## src/logic/cdco_consts.svh

```systemverilog
// offsets, field positions, reset values and widths for the op execution core
`ifndef CDCO_CONSTS_SVH
`define CDCO_CONSTS_SVH

// widths
`define CDCO_DATA_W        8
`define CDCO_FADDR_W       7
`define CDCO_PC_W          15
`define CDCO_PCLH_W        7
`define CDCO_BADDR_W       8
`define CDCO_BDATA_W       32

// register byte offsets
`define CDCO_OFS_WORK      8'h00
`define CDCO_OFS_STATUS    8'h04
`define CDCO_OFS_PCLH      8'h08
`define CDCO_OFS_PC        8'h0c
`define CDCO_OFS_WDOG      8'h10

// status field positions
`define CDCO_ST_Z          2
`define CDCO_ST_PWRDN_N    3
`define CDCO_ST_TMOUT_N    4

// reset values
`define CDCO_RST_WORK      8'h00
`define CDCO_RST_PCLH      7'h00
`define CDCO_RST_PC        15'h0000
`define CDCO_RST_WDOG      8'h00
`define CDCO_RST_Z         1'b0
`define CDCO_RST_FLAG_N    1'b1

// constants used by the ops
`define CDCO_ZERO8         8'h00
`define CDCO_ONE8          8'h01
`define CDCO_ONE_PC        15'h0001
`define CDCO_DEST_FILE     1'b1

`endif

```

## src/logic/cdco_pkg.sv

```systemverilog
// types shared by the op execution core
package cdco_pkg;

  // operation presented to the core
  typedef enum logic [2:0] {
    op_nop,
    clear_watchdog_op,
    call_via_work_op,
    complement_file_op,
    clear_file_op,
    decrement_file_op,
    clear_work_op,
    decrement_skip_zero_op
  } cdco_op_t;

  // sequencer states
  typedef enum logic {
    st_exec,
    st_call_load
  } cdco_state_t;

endpackage

```

## src/logic/cdco_core.sv

```systemverilog
// execution core for clear, complement, decrement, skip and call-via-work ops
//
// Added by the designer: the address-and-strobe port and the placing of the registers.
`timescale 1ns/1ps
`include "cdco_consts.svh"
`default_nettype none

module cdco_core #(
  parameter int PRE_W = 8  // watchdog prescaler width
) (
  input  wire logic                         i_mclk,
  input  wire logic                         i_rst,
  // op port
  input  wire logic                         i_op_valid,
  input  wire cdco_pkg::cdco_op_t           i_op,
  input  wire logic [`CDCO_FADDR_W-1:0]     i_file_addr,
  input  wire logic                         i_dest,
  input  wire logic [`CDCO_DATA_W-1:0]      i_file_data,
  output logic                              o_ready,
  // data register file write port
  output logic                              o_file_we,
  output logic [`CDCO_FADDR_W-1:0]          o_file_addr,
  output logic [`CDCO_DATA_W-1:0]           o_file_wdata,
  // return stack push port
  output logic                              o_push,
  output logic [`CDCO_PC_W-1:0]             o_push_addr,
  // program flow
  output logic [`CDCO_PC_W-1:0]             o_pc,
  output logic                              o_skip,
  output logic                              o_wdog_clear,
  // register port
  input  wire logic [`CDCO_BADDR_W-1:0]     i_addr,
  input  wire logic [`CDCO_BDATA_W-1:0]     i_wdata,
  input  wire logic                         i_wr,
  input  wire logic                         i_rd,
  output logic [`CDCO_BDATA_W-1:0]          o_rdata
);
  import cdco_pkg::*;

  // elaboration check on the prescaler width
  if (PRE_W < 1 || PRE_W > 24) begin : g_bad_pre
    $error("cdco_core: PRE_W must lie in 1..24");
  end

  // state
  cdco_state_t                 state;
  logic [`CDCO_DATA_W-1:0]     work;
  logic [`CDCO_PCLH_W-1:0]     pc_high_latch;
  logic [`CDCO_PC_W-1:0]       pc;
  logic [`CDCO_PC_W-1:0]       call_target;
  logic [`CDCO_DATA_W-1:0]     watchdog_counter;
  logic [PRE_W-1:0]            wdog_prescaler;
  logic                        zero_flag;
  logic                        timeout_flag_n;
  logic                        powerdown_flag_n;
  logic                        skip_pend;

  // decode results
  logic                        take;
  logic                        live;
  cdco_op_t                    eff_op;
  logic [`CDCO_DATA_W-1:0]     next_result;
  logic                        next_work_we;
  logic                        next_file_we;
  logic                        next_z_we;
  logic                        next_z;
  logic                        next_skip;
  logic                        wdog_clr;
  logic                        call_start;
  logic                        pre_wrap;
  logic                        bus_wr_work;
  logic                        bus_wr_status;
  logic                        bus_wr_pclh;

  // true when the op stores its result according to the destination bit
  function automatic logic cdco_routes_by_dest(input cdco_op_t op);
    return (op == complement_file_op) || (op == decrement_file_op)
        || (op == decrement_skip_zero_op);
  endfunction

  // register offset match for a write strobe
  function automatic logic cdco_hit(input logic [`CDCO_BADDR_W-1:0] a,
                                    input logic [`CDCO_BADDR_W-1:0] ofs);
    return a == ofs;
  endfunction

  // an op is taken only while the sequencer is free
  assign take = i_op_valid && o_ready;
  // a pending skip turns the taken op into a no-operation
  assign live = take && !skip_pend;
  assign eff_op = live ? i_op : op_nop;

  assign wdog_clr   = (eff_op == clear_watchdog_op);
  assign call_start = (eff_op == call_via_work_op);
  assign pre_wrap   = &wdog_prescaler;

  assign bus_wr_work   = i_wr && cdco_hit(i_addr, `CDCO_OFS_WORK);
  assign bus_wr_status = i_wr && cdco_hit(i_addr, `CDCO_OFS_STATUS);
  assign bus_wr_pclh   = i_wr && cdco_hit(i_addr, `CDCO_OFS_PCLH);

  // result, destination and zero flag for the data ops
  always_comb begin
    next_result  = `CDCO_ZERO8;
    next_work_we = 1'b0;
    next_file_we = 1'b0;
    next_z_we    = 1'b0;
    next_z       = 1'b0;
    next_skip    = 1'b0;
    case (eff_op)
      complement_file_op: begin
        next_result = ~i_file_data;
        next_z_we   = 1'b1;
        next_z      = (next_result == `CDCO_ZERO8);
      end
      clear_file_op: begin
        next_result  = `CDCO_ZERO8;
        next_file_we = 1'b1;
        next_z_we    = 1'b1;
        next_z       = 1'b1;
      end
      decrement_file_op: begin
        next_result = i_file_data - `CDCO_ONE8;
        next_z_we   = 1'b1;
        next_z      = (next_result == `CDCO_ZERO8);
      end
      clear_work_op: begin
        next_result  = `CDCO_ZERO8;
        next_work_we = 1'b1;
        next_z_we    = 1'b1;
        next_z       = 1'b1;
      end
      decrement_skip_zero_op: begin
        next_result = i_file_data - `CDCO_ONE8;
        next_skip   = (next_result == `CDCO_ZERO8);
      end
      default: begin
        next_result = `CDCO_ZERO8;
      end
    endcase
    if (cdco_routes_by_dest(eff_op)) begin
      next_file_we = (i_dest == `CDCO_DEST_FILE);
      next_work_we = (i_dest != `CDCO_DEST_FILE);
    end
  end

  // sequencer: call holds the core for a second cycle
  always_ff @(posedge i_mclk) begin
    if (i_rst) begin
      state   <= st_exec;
      o_ready <= 1'b1;
    end else begin
      case (state)
        st_exec: begin
          if (call_start) begin
            state   <= st_call_load;
            o_ready <= 1'b0;
          end
        end
        st_call_load: begin
          state   <= st_exec;
          o_ready <= 1'b1;
        end
        default: begin
          state   <= st_exec;
          o_ready <= 1'b1;
        end
      endcase
    end
  end

  // program counter, push and call target
  always_ff @(posedge i_mclk) begin
    if (i_rst) begin
      pc          <= `CDCO_RST_PC;
      call_target <= `CDCO_RST_PC;
      o_push      <= 1'b0;
      o_push_addr <= `CDCO_RST_PC;
    end else begin
      o_push <= 1'b0;
      if (state == st_call_load) begin
        pc <= call_target;
      end else if (take) begin
        pc <= pc + `CDCO_ONE_PC;
      end
      if (call_start) begin
        o_push      <= 1'b1;
        o_push_addr <= pc + `CDCO_ONE_PC;
        call_target <= {pc_high_latch, work};
      end
    end
  end

  // pc mirror on the output
  always_ff @(posedge i_mclk) begin
    if (i_rst) begin
      o_pc <= `CDCO_RST_PC;
    end else if (state == st_call_load) begin
      o_pc <= call_target;
    end else if (take) begin
      o_pc <= pc + `CDCO_ONE_PC;
    end
  end

  // skip pending: armed by a zero skip result, used up by the next op
  always_ff @(posedge i_mclk) begin
    if (i_rst) begin
      skip_pend <= 1'b0;
      o_skip    <= 1'b0;
    end else if (take) begin
      skip_pend <= next_skip;
      o_skip    <= next_skip;
    end
  end

  // file register write port
  always_ff @(posedge i_mclk) begin
    if (i_rst) begin
      o_file_we    <= 1'b0;
      o_file_addr  <= '0;
      o_file_wdata <= `CDCO_ZERO8;
    end else begin
      o_file_we <= next_file_we;
      if (next_file_we) begin
        o_file_addr  <= i_file_addr;
        o_file_wdata <= next_result;
      end
    end
  end

  // work register: an op write wins over a register port write
  always_ff @(posedge i_mclk) begin
    if (i_rst) begin
      work <= `CDCO_RST_WORK;
    end else if (next_work_we) begin
      work <= next_result;
    end else if (bus_wr_work) begin
      work <= i_wdata[`CDCO_DATA_W-1:0];
    end
  end

  // pc high latch, written by software only
  always_ff @(posedge i_mclk) begin
    if (i_rst) begin
      pc_high_latch <= `CDCO_RST_PCLH;
    end else if (bus_wr_pclh) begin
      pc_high_latch <= i_wdata[`CDCO_PCLH_W-1:0];
    end
  end

  // zero flag: op update wins over software
  always_ff @(posedge i_mclk) begin
    if (i_rst) begin
      zero_flag <= `CDCO_RST_Z;
    end else if (next_z_we) begin
      zero_flag <= next_z;
    end else if (bus_wr_status) begin
      zero_flag <= i_wdata[`CDCO_ST_Z];
    end
  end

  // power-down flag: set by clear watchdog, else software may write
  always_ff @(posedge i_mclk) begin
    if (i_rst) begin
      powerdown_flag_n <= `CDCO_RST_FLAG_N;
    end else if (wdog_clr) begin
      powerdown_flag_n <= 1'b1;
    end else if (bus_wr_status) begin
      powerdown_flag_n <= i_wdata[`CDCO_ST_PWRDN_N];
    end
  end

  // time-out flag: clear watchdog sets it, a counter overflow clears it
  always_ff @(posedge i_mclk) begin
    if (i_rst) begin
      timeout_flag_n <= `CDCO_RST_FLAG_N;
    end else if (wdog_clr) begin
      timeout_flag_n <= 1'b1;
    end else if (pre_wrap && (&watchdog_counter)) begin
      timeout_flag_n <= 1'b0;
    end else if (bus_wr_status) begin
      timeout_flag_n <= i_wdata[`CDCO_ST_TMOUT_N];
    end
  end

  // watchdog prescaler and counter
  always_ff @(posedge i_mclk) begin
    if (i_rst) begin
      wdog_prescaler   <= '0;
      watchdog_counter <= `CDCO_RST_WDOG;
    end else if (wdog_clr) begin
      wdog_prescaler   <= '0;
      watchdog_counter <= `CDCO_ZERO8;
    end else begin
      wdog_prescaler <= wdog_prescaler + 1'b1;
      if (pre_wrap) begin
        watchdog_counter <= watchdog_counter + `CDCO_ONE8;
      end
    end
  end

  // clear pulse toward the outside watchdog
  always_ff @(posedge i_mclk) begin
    if (i_rst) begin
      o_wdog_clear <= 1'b0;
    end else begin
      o_wdog_clear <= wdog_clr;
    end
  end

  // register read port, data one cycle after the strobe
  always_ff @(posedge i_mclk) begin
    if (i_rst) begin
      o_rdata <= '0;
    end else if (i_rd) begin
      o_rdata <= '0;
      case (i_addr)
        `CDCO_OFS_WORK:   o_rdata[`CDCO_DATA_W-1:0] <= work;
        `CDCO_OFS_STATUS: begin
          o_rdata[`CDCO_ST_Z]    <= zero_flag;
          o_rdata[`CDCO_ST_PWRDN_N] <= powerdown_flag_n;
          o_rdata[`CDCO_ST_TMOUT_N] <= timeout_flag_n;
        end
        `CDCO_OFS_PCLH:   o_rdata[`CDCO_PCLH_W-1:0] <= pc_high_latch;
        `CDCO_OFS_PC:     o_rdata[`CDCO_PC_W-1:0] <= pc;
        `CDCO_OFS_WDOG:   o_rdata[`CDCO_DATA_W-1:0] <= watchdog_counter;
        default:          o_rdata <= '0;
      endcase
    end else begin
      o_rdata <= '0;
    end
  end

endmodule // cdco_core

`default_nettype wire

```

## config.mk

```make
export PLATFORM = sky130hd
export DESIGN_NAME = cdco_core
export DESIGN_NICKNAME = d
export VERILOG_FILES = /design/src/logic/cdco_pkg.sv /design/src/logic/cdco_core.sv
export VERILOG_INCLUDE_DIRS = /design/src /design/src/logic
export SDC_FILE = /design/constraint.sdc
export NUM_CORES = 1
export LEC_CHECK = 0
export BUFFER_PORTS_ARGS = -buffer_cell sky130_fd_sc_hd__buf_2
export CORE_MARGIN = 5
export CORE_UTILIZATION = 45
export CTS_CLUSTER_SIZE = 28
export DETAILED_ROUTE_END_ITERATION = 10
export PLACE_DENSITY_LB_ADDON = 0.3
export SLEW_MARGIN = 20
export SYNTH_ARGS = -nofsm -noshare
export SYNTH_HDL_FRONTEND = slang
export SYNTH_SLANG_ARGS = --single-unit
```

## constraint.sdc

```tcl
create_clock -name i_mclk -period 3.2 [get_ports i_mclk]
set_clock_uncertainty 0.2 [all_clocks]
set_input_delay 0.32 -clock i_mclk [delete_from_list [all_inputs] [get_ports i_mclk]]
set_output_delay 0.32 -clock i_mclk [all_outputs]
set_load 0.005 [all_outputs]
```

Yosys cells after proc, flatten, opt, wreduce, memory -nomap -nowiden

Cells that the tools add are included.

$add $sub $neg: 4
Multiply operators: 0
Div/mod/pow operators: 0
Magnitude comparators: 0
Eq/ne operators: 12
Shift-type cells: 0
Mux-type cells: 25
Bitwise gates (word level): 5
Reduce and logical (&&, ||, !) cells: 24

Operators by type and width:

| cell                                                                   | count |
|---|---|
| 15-bit two-way mux                                                     | 2 |
| 8-bit zero test                                                        | 3 |
| 8-bit by 1-bit adder with 8-bit output (second input constant)         | 2 |
| 8-bit by 4-bit equality test with 1-bit output (second input constant) | 2 |
| 8-bit two-way mux                                                      | 2 |
| 2-bit one-hot mux with 4 select lines                                  | 2 |
| 8-bit one-hot mux with 2 select lines                                  | 1 |
| 8-bit AND reduction                                                    | 2 |
| 15-bit by 1-bit adder with 15-bit output (second input constant)       | 1 |
| 3-bit one-hot mux with 5 select lines                                  | 1 |
| 3-bit equality test (second input constant)                            | 4 |
| 1-bit two-way mux                                                      | 12 |
| 8-bit by 3-bit equality test with 1-bit output (second input constant) | 1 |
| 8-bit by 5-bit equality test with 1-bit output (second input constant) | 1 |
| 8-bit NOT                                                              | 1 |
| 2-bit nonzero test                                                     | 4 |
| 2-bit OR reduction                                                     | 4 |
| 8-bit by 1-bit subtractor with 8-bit output (second input constant)    | 1 |
| 3-bit by 2-bit equality test with 1-bit output (second input constant) | 2 |
| 1-bit logical AND                                                      | 6 |
| 1-bit one-hot mux with 3 select lines                                  | 2 |
| 1-bit NOT                                                              | 4 |
| 1-bit one-hot mux with 2 select lines                                  | 2 |
| 4-bit OR reduction                                                     | 1 |
| 6 further kinds                                                        | 7 |

Register bits after elaboration: 132
Bits in latches: 0
Bits in writable memories: 0
Memory bits (read-only): 0
Bits of input ports: 64
Word-level logic and storage cells: 91
Memories: 0

Logic depth before layout (Yosys ltp)

Depth in word-level cells: 8
Mapped depth: 8

Worst setup path after synthesis

No wires, ideal clock.

Kind: register -> register
From: reg, netlist name o_pc[0]
To: reg o_pc[14]
Library setup time: 0.091 ns
Data arrival time: 1.734 ns
Data required time: 2.909 ns
Path slack: 1.175 ns
Cell stages (with the launch flop): 6
Cells stage by stage: dfxtp_1 -> ha_1 -> nand3_1 -> or3_4 -> or4_1 -> a311oi_1

RTL lines:

| item                 | line             | text |
|---|---|---|
| to (signal assigned) | cdco_core.sv:196 | `` o_pc <= `CDCO_RST_PC; `` |
| to (signal assigned) | cdco_core.sv:198 | `o_pc <= call_target;` |
| to (signal assigned) | cdco_core.sv:200 | `` o_pc <= pc + `CDCO_ONE_PC; `` |
| to (decl)            | cdco_core.sv:28  | `` output logic [`CDCO_PC_W-1:0] o_pc, `` |

==> impl_metrics.py <==
metrics = {
    "outcome": {
        "status": "finished, final reports clean",
    },
    "yosys": {
        "synth_cell_type_count": 58,
        "ys_ff_latch": 115,
        "syn_area_per_cell_um2": 8.34,
        "synth_edf_count": 0,
        "yosysWarnings": 0,
        "syn_area_mm2": 0.00553,
        "synthArstFlopShare_pct": 0,
        "synth_flop_cell": "dfxtp_1",
        "netlist_instances": 663,
        "ys_seq_area_share_pct": 41.6,
    },
    "die": {
        "die-area_mm2": 0.0146,
        "rows": 40,
        "die_w_um": 121,
        "start_util_pct": 46.0,
        "fp.coreArea_mm2": 0.0120,
        "pin_count": 146,
        "die_y_um": 121,
    },
    "clock_tree": {
        "cts_tree": "done",
        "postCtsSetupBuffers": 0,
        "htree_levels": 4,
        "cts_buffer_depth": 2,
        "cts_made_buffers": 17,
        "clk_pin_slew_ns": 0.06,
        "clockRootBuffer": "clkbuf_16",
        "numClockSinks": 115,
        "worstSkewPairLatency_ns": 0.41,
    },
    "sta": {
        "tns_ns": 0,
        "tightest_slew_ns": 0.788,
        "rsz0062_at_grt": "false",
        "fin_crit_sh_pct": 75.1,
        "fmax_mhz": 416,
        "drv_slew": 0,
        "relSlewSlack_pct": 47.2,
        "setup_viol": 0,
        "finalCriticalPeriod_ns": 2.40,
        "hold_viol": 0,
    },
    "setup_path": {
        "cp-end-kind": "flip-flop",
        "cp_slowest_stage_delay_ns": 0.48,
        "worst-setup-path-type": "reg2reg",
        "startpoint": "o_pc[0]$_SDFFE_PP0P_",
        "cp_cell_sequence": "ha_1 > nand3_1 > buf_4 > or3_4 > or4_1 > a311oi_1",
        "slowest_stage": "dfxtp_1",
        "crit_arrival_ns": 2.52,
        "critPathMaxFanout": 12,
        "reg2reg_from": "o_pc[0]$_SDFFE_PP0P_",
        "cp.required_ns": 3.32,
        "start_kind": "flip-flop",
    },
    "cells_and_area": {
        "layout_commonest_cell": "dfxtp_1",
        "post-route-util_pct": 55.6,
        "drive_gt1_share_pct": 19.7,
        "num_antenna_cells": 0,
        "mostFrequentLayoutCells": "115 x dfxtp_1, 104 x buf_2, 71 x nand2_1",
        "area_growth_pct": 20.7,
        "fillers": 1142,
        "final_nets": 824,
    },
    "placed_design": {
        "port_buffers": 104,
        "hpwl_mm": 10.6,
        "gp_routability_congestion": 0.917,
    },
    "global_routing": {
        "grt_overflow": 0,
        "grt_pass1_vias": 4833,
        "grtUsageTotal_pct": 20.6,
        "antenna_found_initial": 0,
        "grt_pass1_wl_mm": 24.2,
        "grt_max_degree": 56,
    },
    "power_and_ir_drop": {
        "p_per_area_mw_per_mm2": 530,
        "ir_drop_mv": 0.378,
        "p_leak_uw": 0.00255,
    },
    "flow_run": {
        "drv_cap": 0,
    },
    "routing": {
        "first_pass_iters": 5,
        "vias": 5102,
        "drt_wl_total_mm": 15.0,
        "viasPerCell": 5.58,
        "drc_errors": 0,
        "drt_iter0_drc": 403,
        "wl_per_cell_um": 16.4,
        "ant_nets": 0,
    },
    "hold_path": {
        "min_from": "i_wdata[3]",
        "hold_path_class": "in2reg",
    },
}
cell usage after synthesis (3+ instances only):
master / instances / area (um^2)
o211ai_1: 4 / 30.0
nand3_1: 36 / 180
o21ai_0: 14 / 70.1
inv_1: 10 / 37.5
clkbuf_1: 30 / 113
a221oi_1: 4 / 35.0
dfxtp_1: 115 / 2300
and3_1: 5 / 31.3
nor3_1: 25 / 125
nor2_1: 62 / 233
nand2_1: 71 / 267
or3_1: 6 / 37.5
ha_1: 6 / 75.1
a21o_1: 3 / 22.5
and2_1: 9 / 56.3
o22a_1: 4 / 35.0
nor3b_1: 3 / 22.5
a22oi_1: 6 / 45.0
a21oi_1: 47 / 235
nor4_1: 13 / 81.3
buf_4: 17 / 128
or4_1: 4 / 30.0
nand4_1: 7 / 43.8
xor2_1: 6 / 52.6
o22ai_1: 11 / 68.8
a211oi_1: 26 / 195
nor2b_1: 3 / 18.8
buf_2: 15 / 75.1
xnor2_1: 33 / 289
a311oi_1: 5 / 43.8
and4_1: 3 / 26.3
nand2b_1: 9 / 56.3
mux2i_1: 21 / 210
critical path: cells and delay by family, from the launching register on:
family | cells | cell delay [ns]
flops | 1 | 0.48
fa+ha+maj | 1 | 0.26
buf+inv | 1 | 0.21
compound gates | 1 | 0.26
simple gates | 3 | 0.90
final timing paths:
kind / to / slack (ns) / cells after the start
worst max register to register: o_pc[14]$_SDFFE_PP0P_ / 0.80 / 6
worst max-delay path: o_pc[14]$_SDFFE_PP0P_ / 0.80 / 6
worst min register to register: call_target[5]$_SDFFE_PP0P_ / 0.26 / 2
worst min-delay path: powerdown_flag_n$_SDFFE_PP1P_ / 0.02 / 3
flip-flops by register name, indices dropped and copies added (netlist names), 7 cells and up:
name / flops
call_target: 15
o_file_addr: 7
o_file_wdata: 8
o_pc: 15
o_push_addr: 15
o_rdata: 15
pc_high_latch: 7
watchdog_counter: 8
wdog_prescaler: 8
work: 8
stage by stage:
stage | hold WS [ns] | std cells | cell area, um^2 | total power, uW | setup slack [ns]
final | 0.0198 | 914 | 6670 | 3540 | 0.796
after global routing | 0.00794 | 914 | 6670 | 3670 | 0.716
after CTS | 0.000553 | 914 | 6670 | 3560 | 0.801
after detailed placement | 0.248 | 873 | 6020 | 1790 | 0.811
after global placement | 0.244 | 873 | 6020 | 1780 | 0.839
after floorplan | 0.230 | 679 | 5590 | 1700 | 1.18
where the power goes:
part	leakage [uW]	switching [uW]	total, uW	internal (uW)
clock	0.000262	701	1770	1070
sequential	0.000931	31.5	1500	1460
combinational	0.00136	165	272	107
kinds of logic after synthesis:
group | share of synthesized area, %
AND/OR/NAND/NOR | 24.3
flip-flops | 41.6
other | 0.0678
XOR/XNOR | 6.18
buffers and inverters | 6.59
multiplexers | 4.01
adder cells (fa/ha/maj) | 1.36
AO/OA/AOI/OAI | 15.8
cell type report:
type | count | area (um^2) | area share, %
sequential | 115 | 2300 | 34.5
timing repair buffer | 120 | 663 | 9.94
tap | 147 | 184 | 2.76
multi-input combinational | 489 | 2920 | 43.8
inverter | 11 | 41.3 | 0.619
clock buffer | 17 | 425 | 6.37
clock inverter | 15 | 135 | 2.02
what timing repair did:
item | in CTS | in global routing
hold buffers | 9 | 0
hold endpoints to repair | 9 | 0
resized for setup | 0 | 0
layer usage:
| metal | part of all wire (%) | GRT usage [%] | routed length (um) |
|---|---|---|---|
| met4 | 2.6 | 8.00 | 393 |
| met3 | 7.3 | 5.33 | 1090 |
| met1 | 43 | 26.3 | 6470 |
| met5 | 0 | 0 | 0 |
| met2 | 47 | 33.3 | 7000 |
Power figures use the tool's default switching activity.
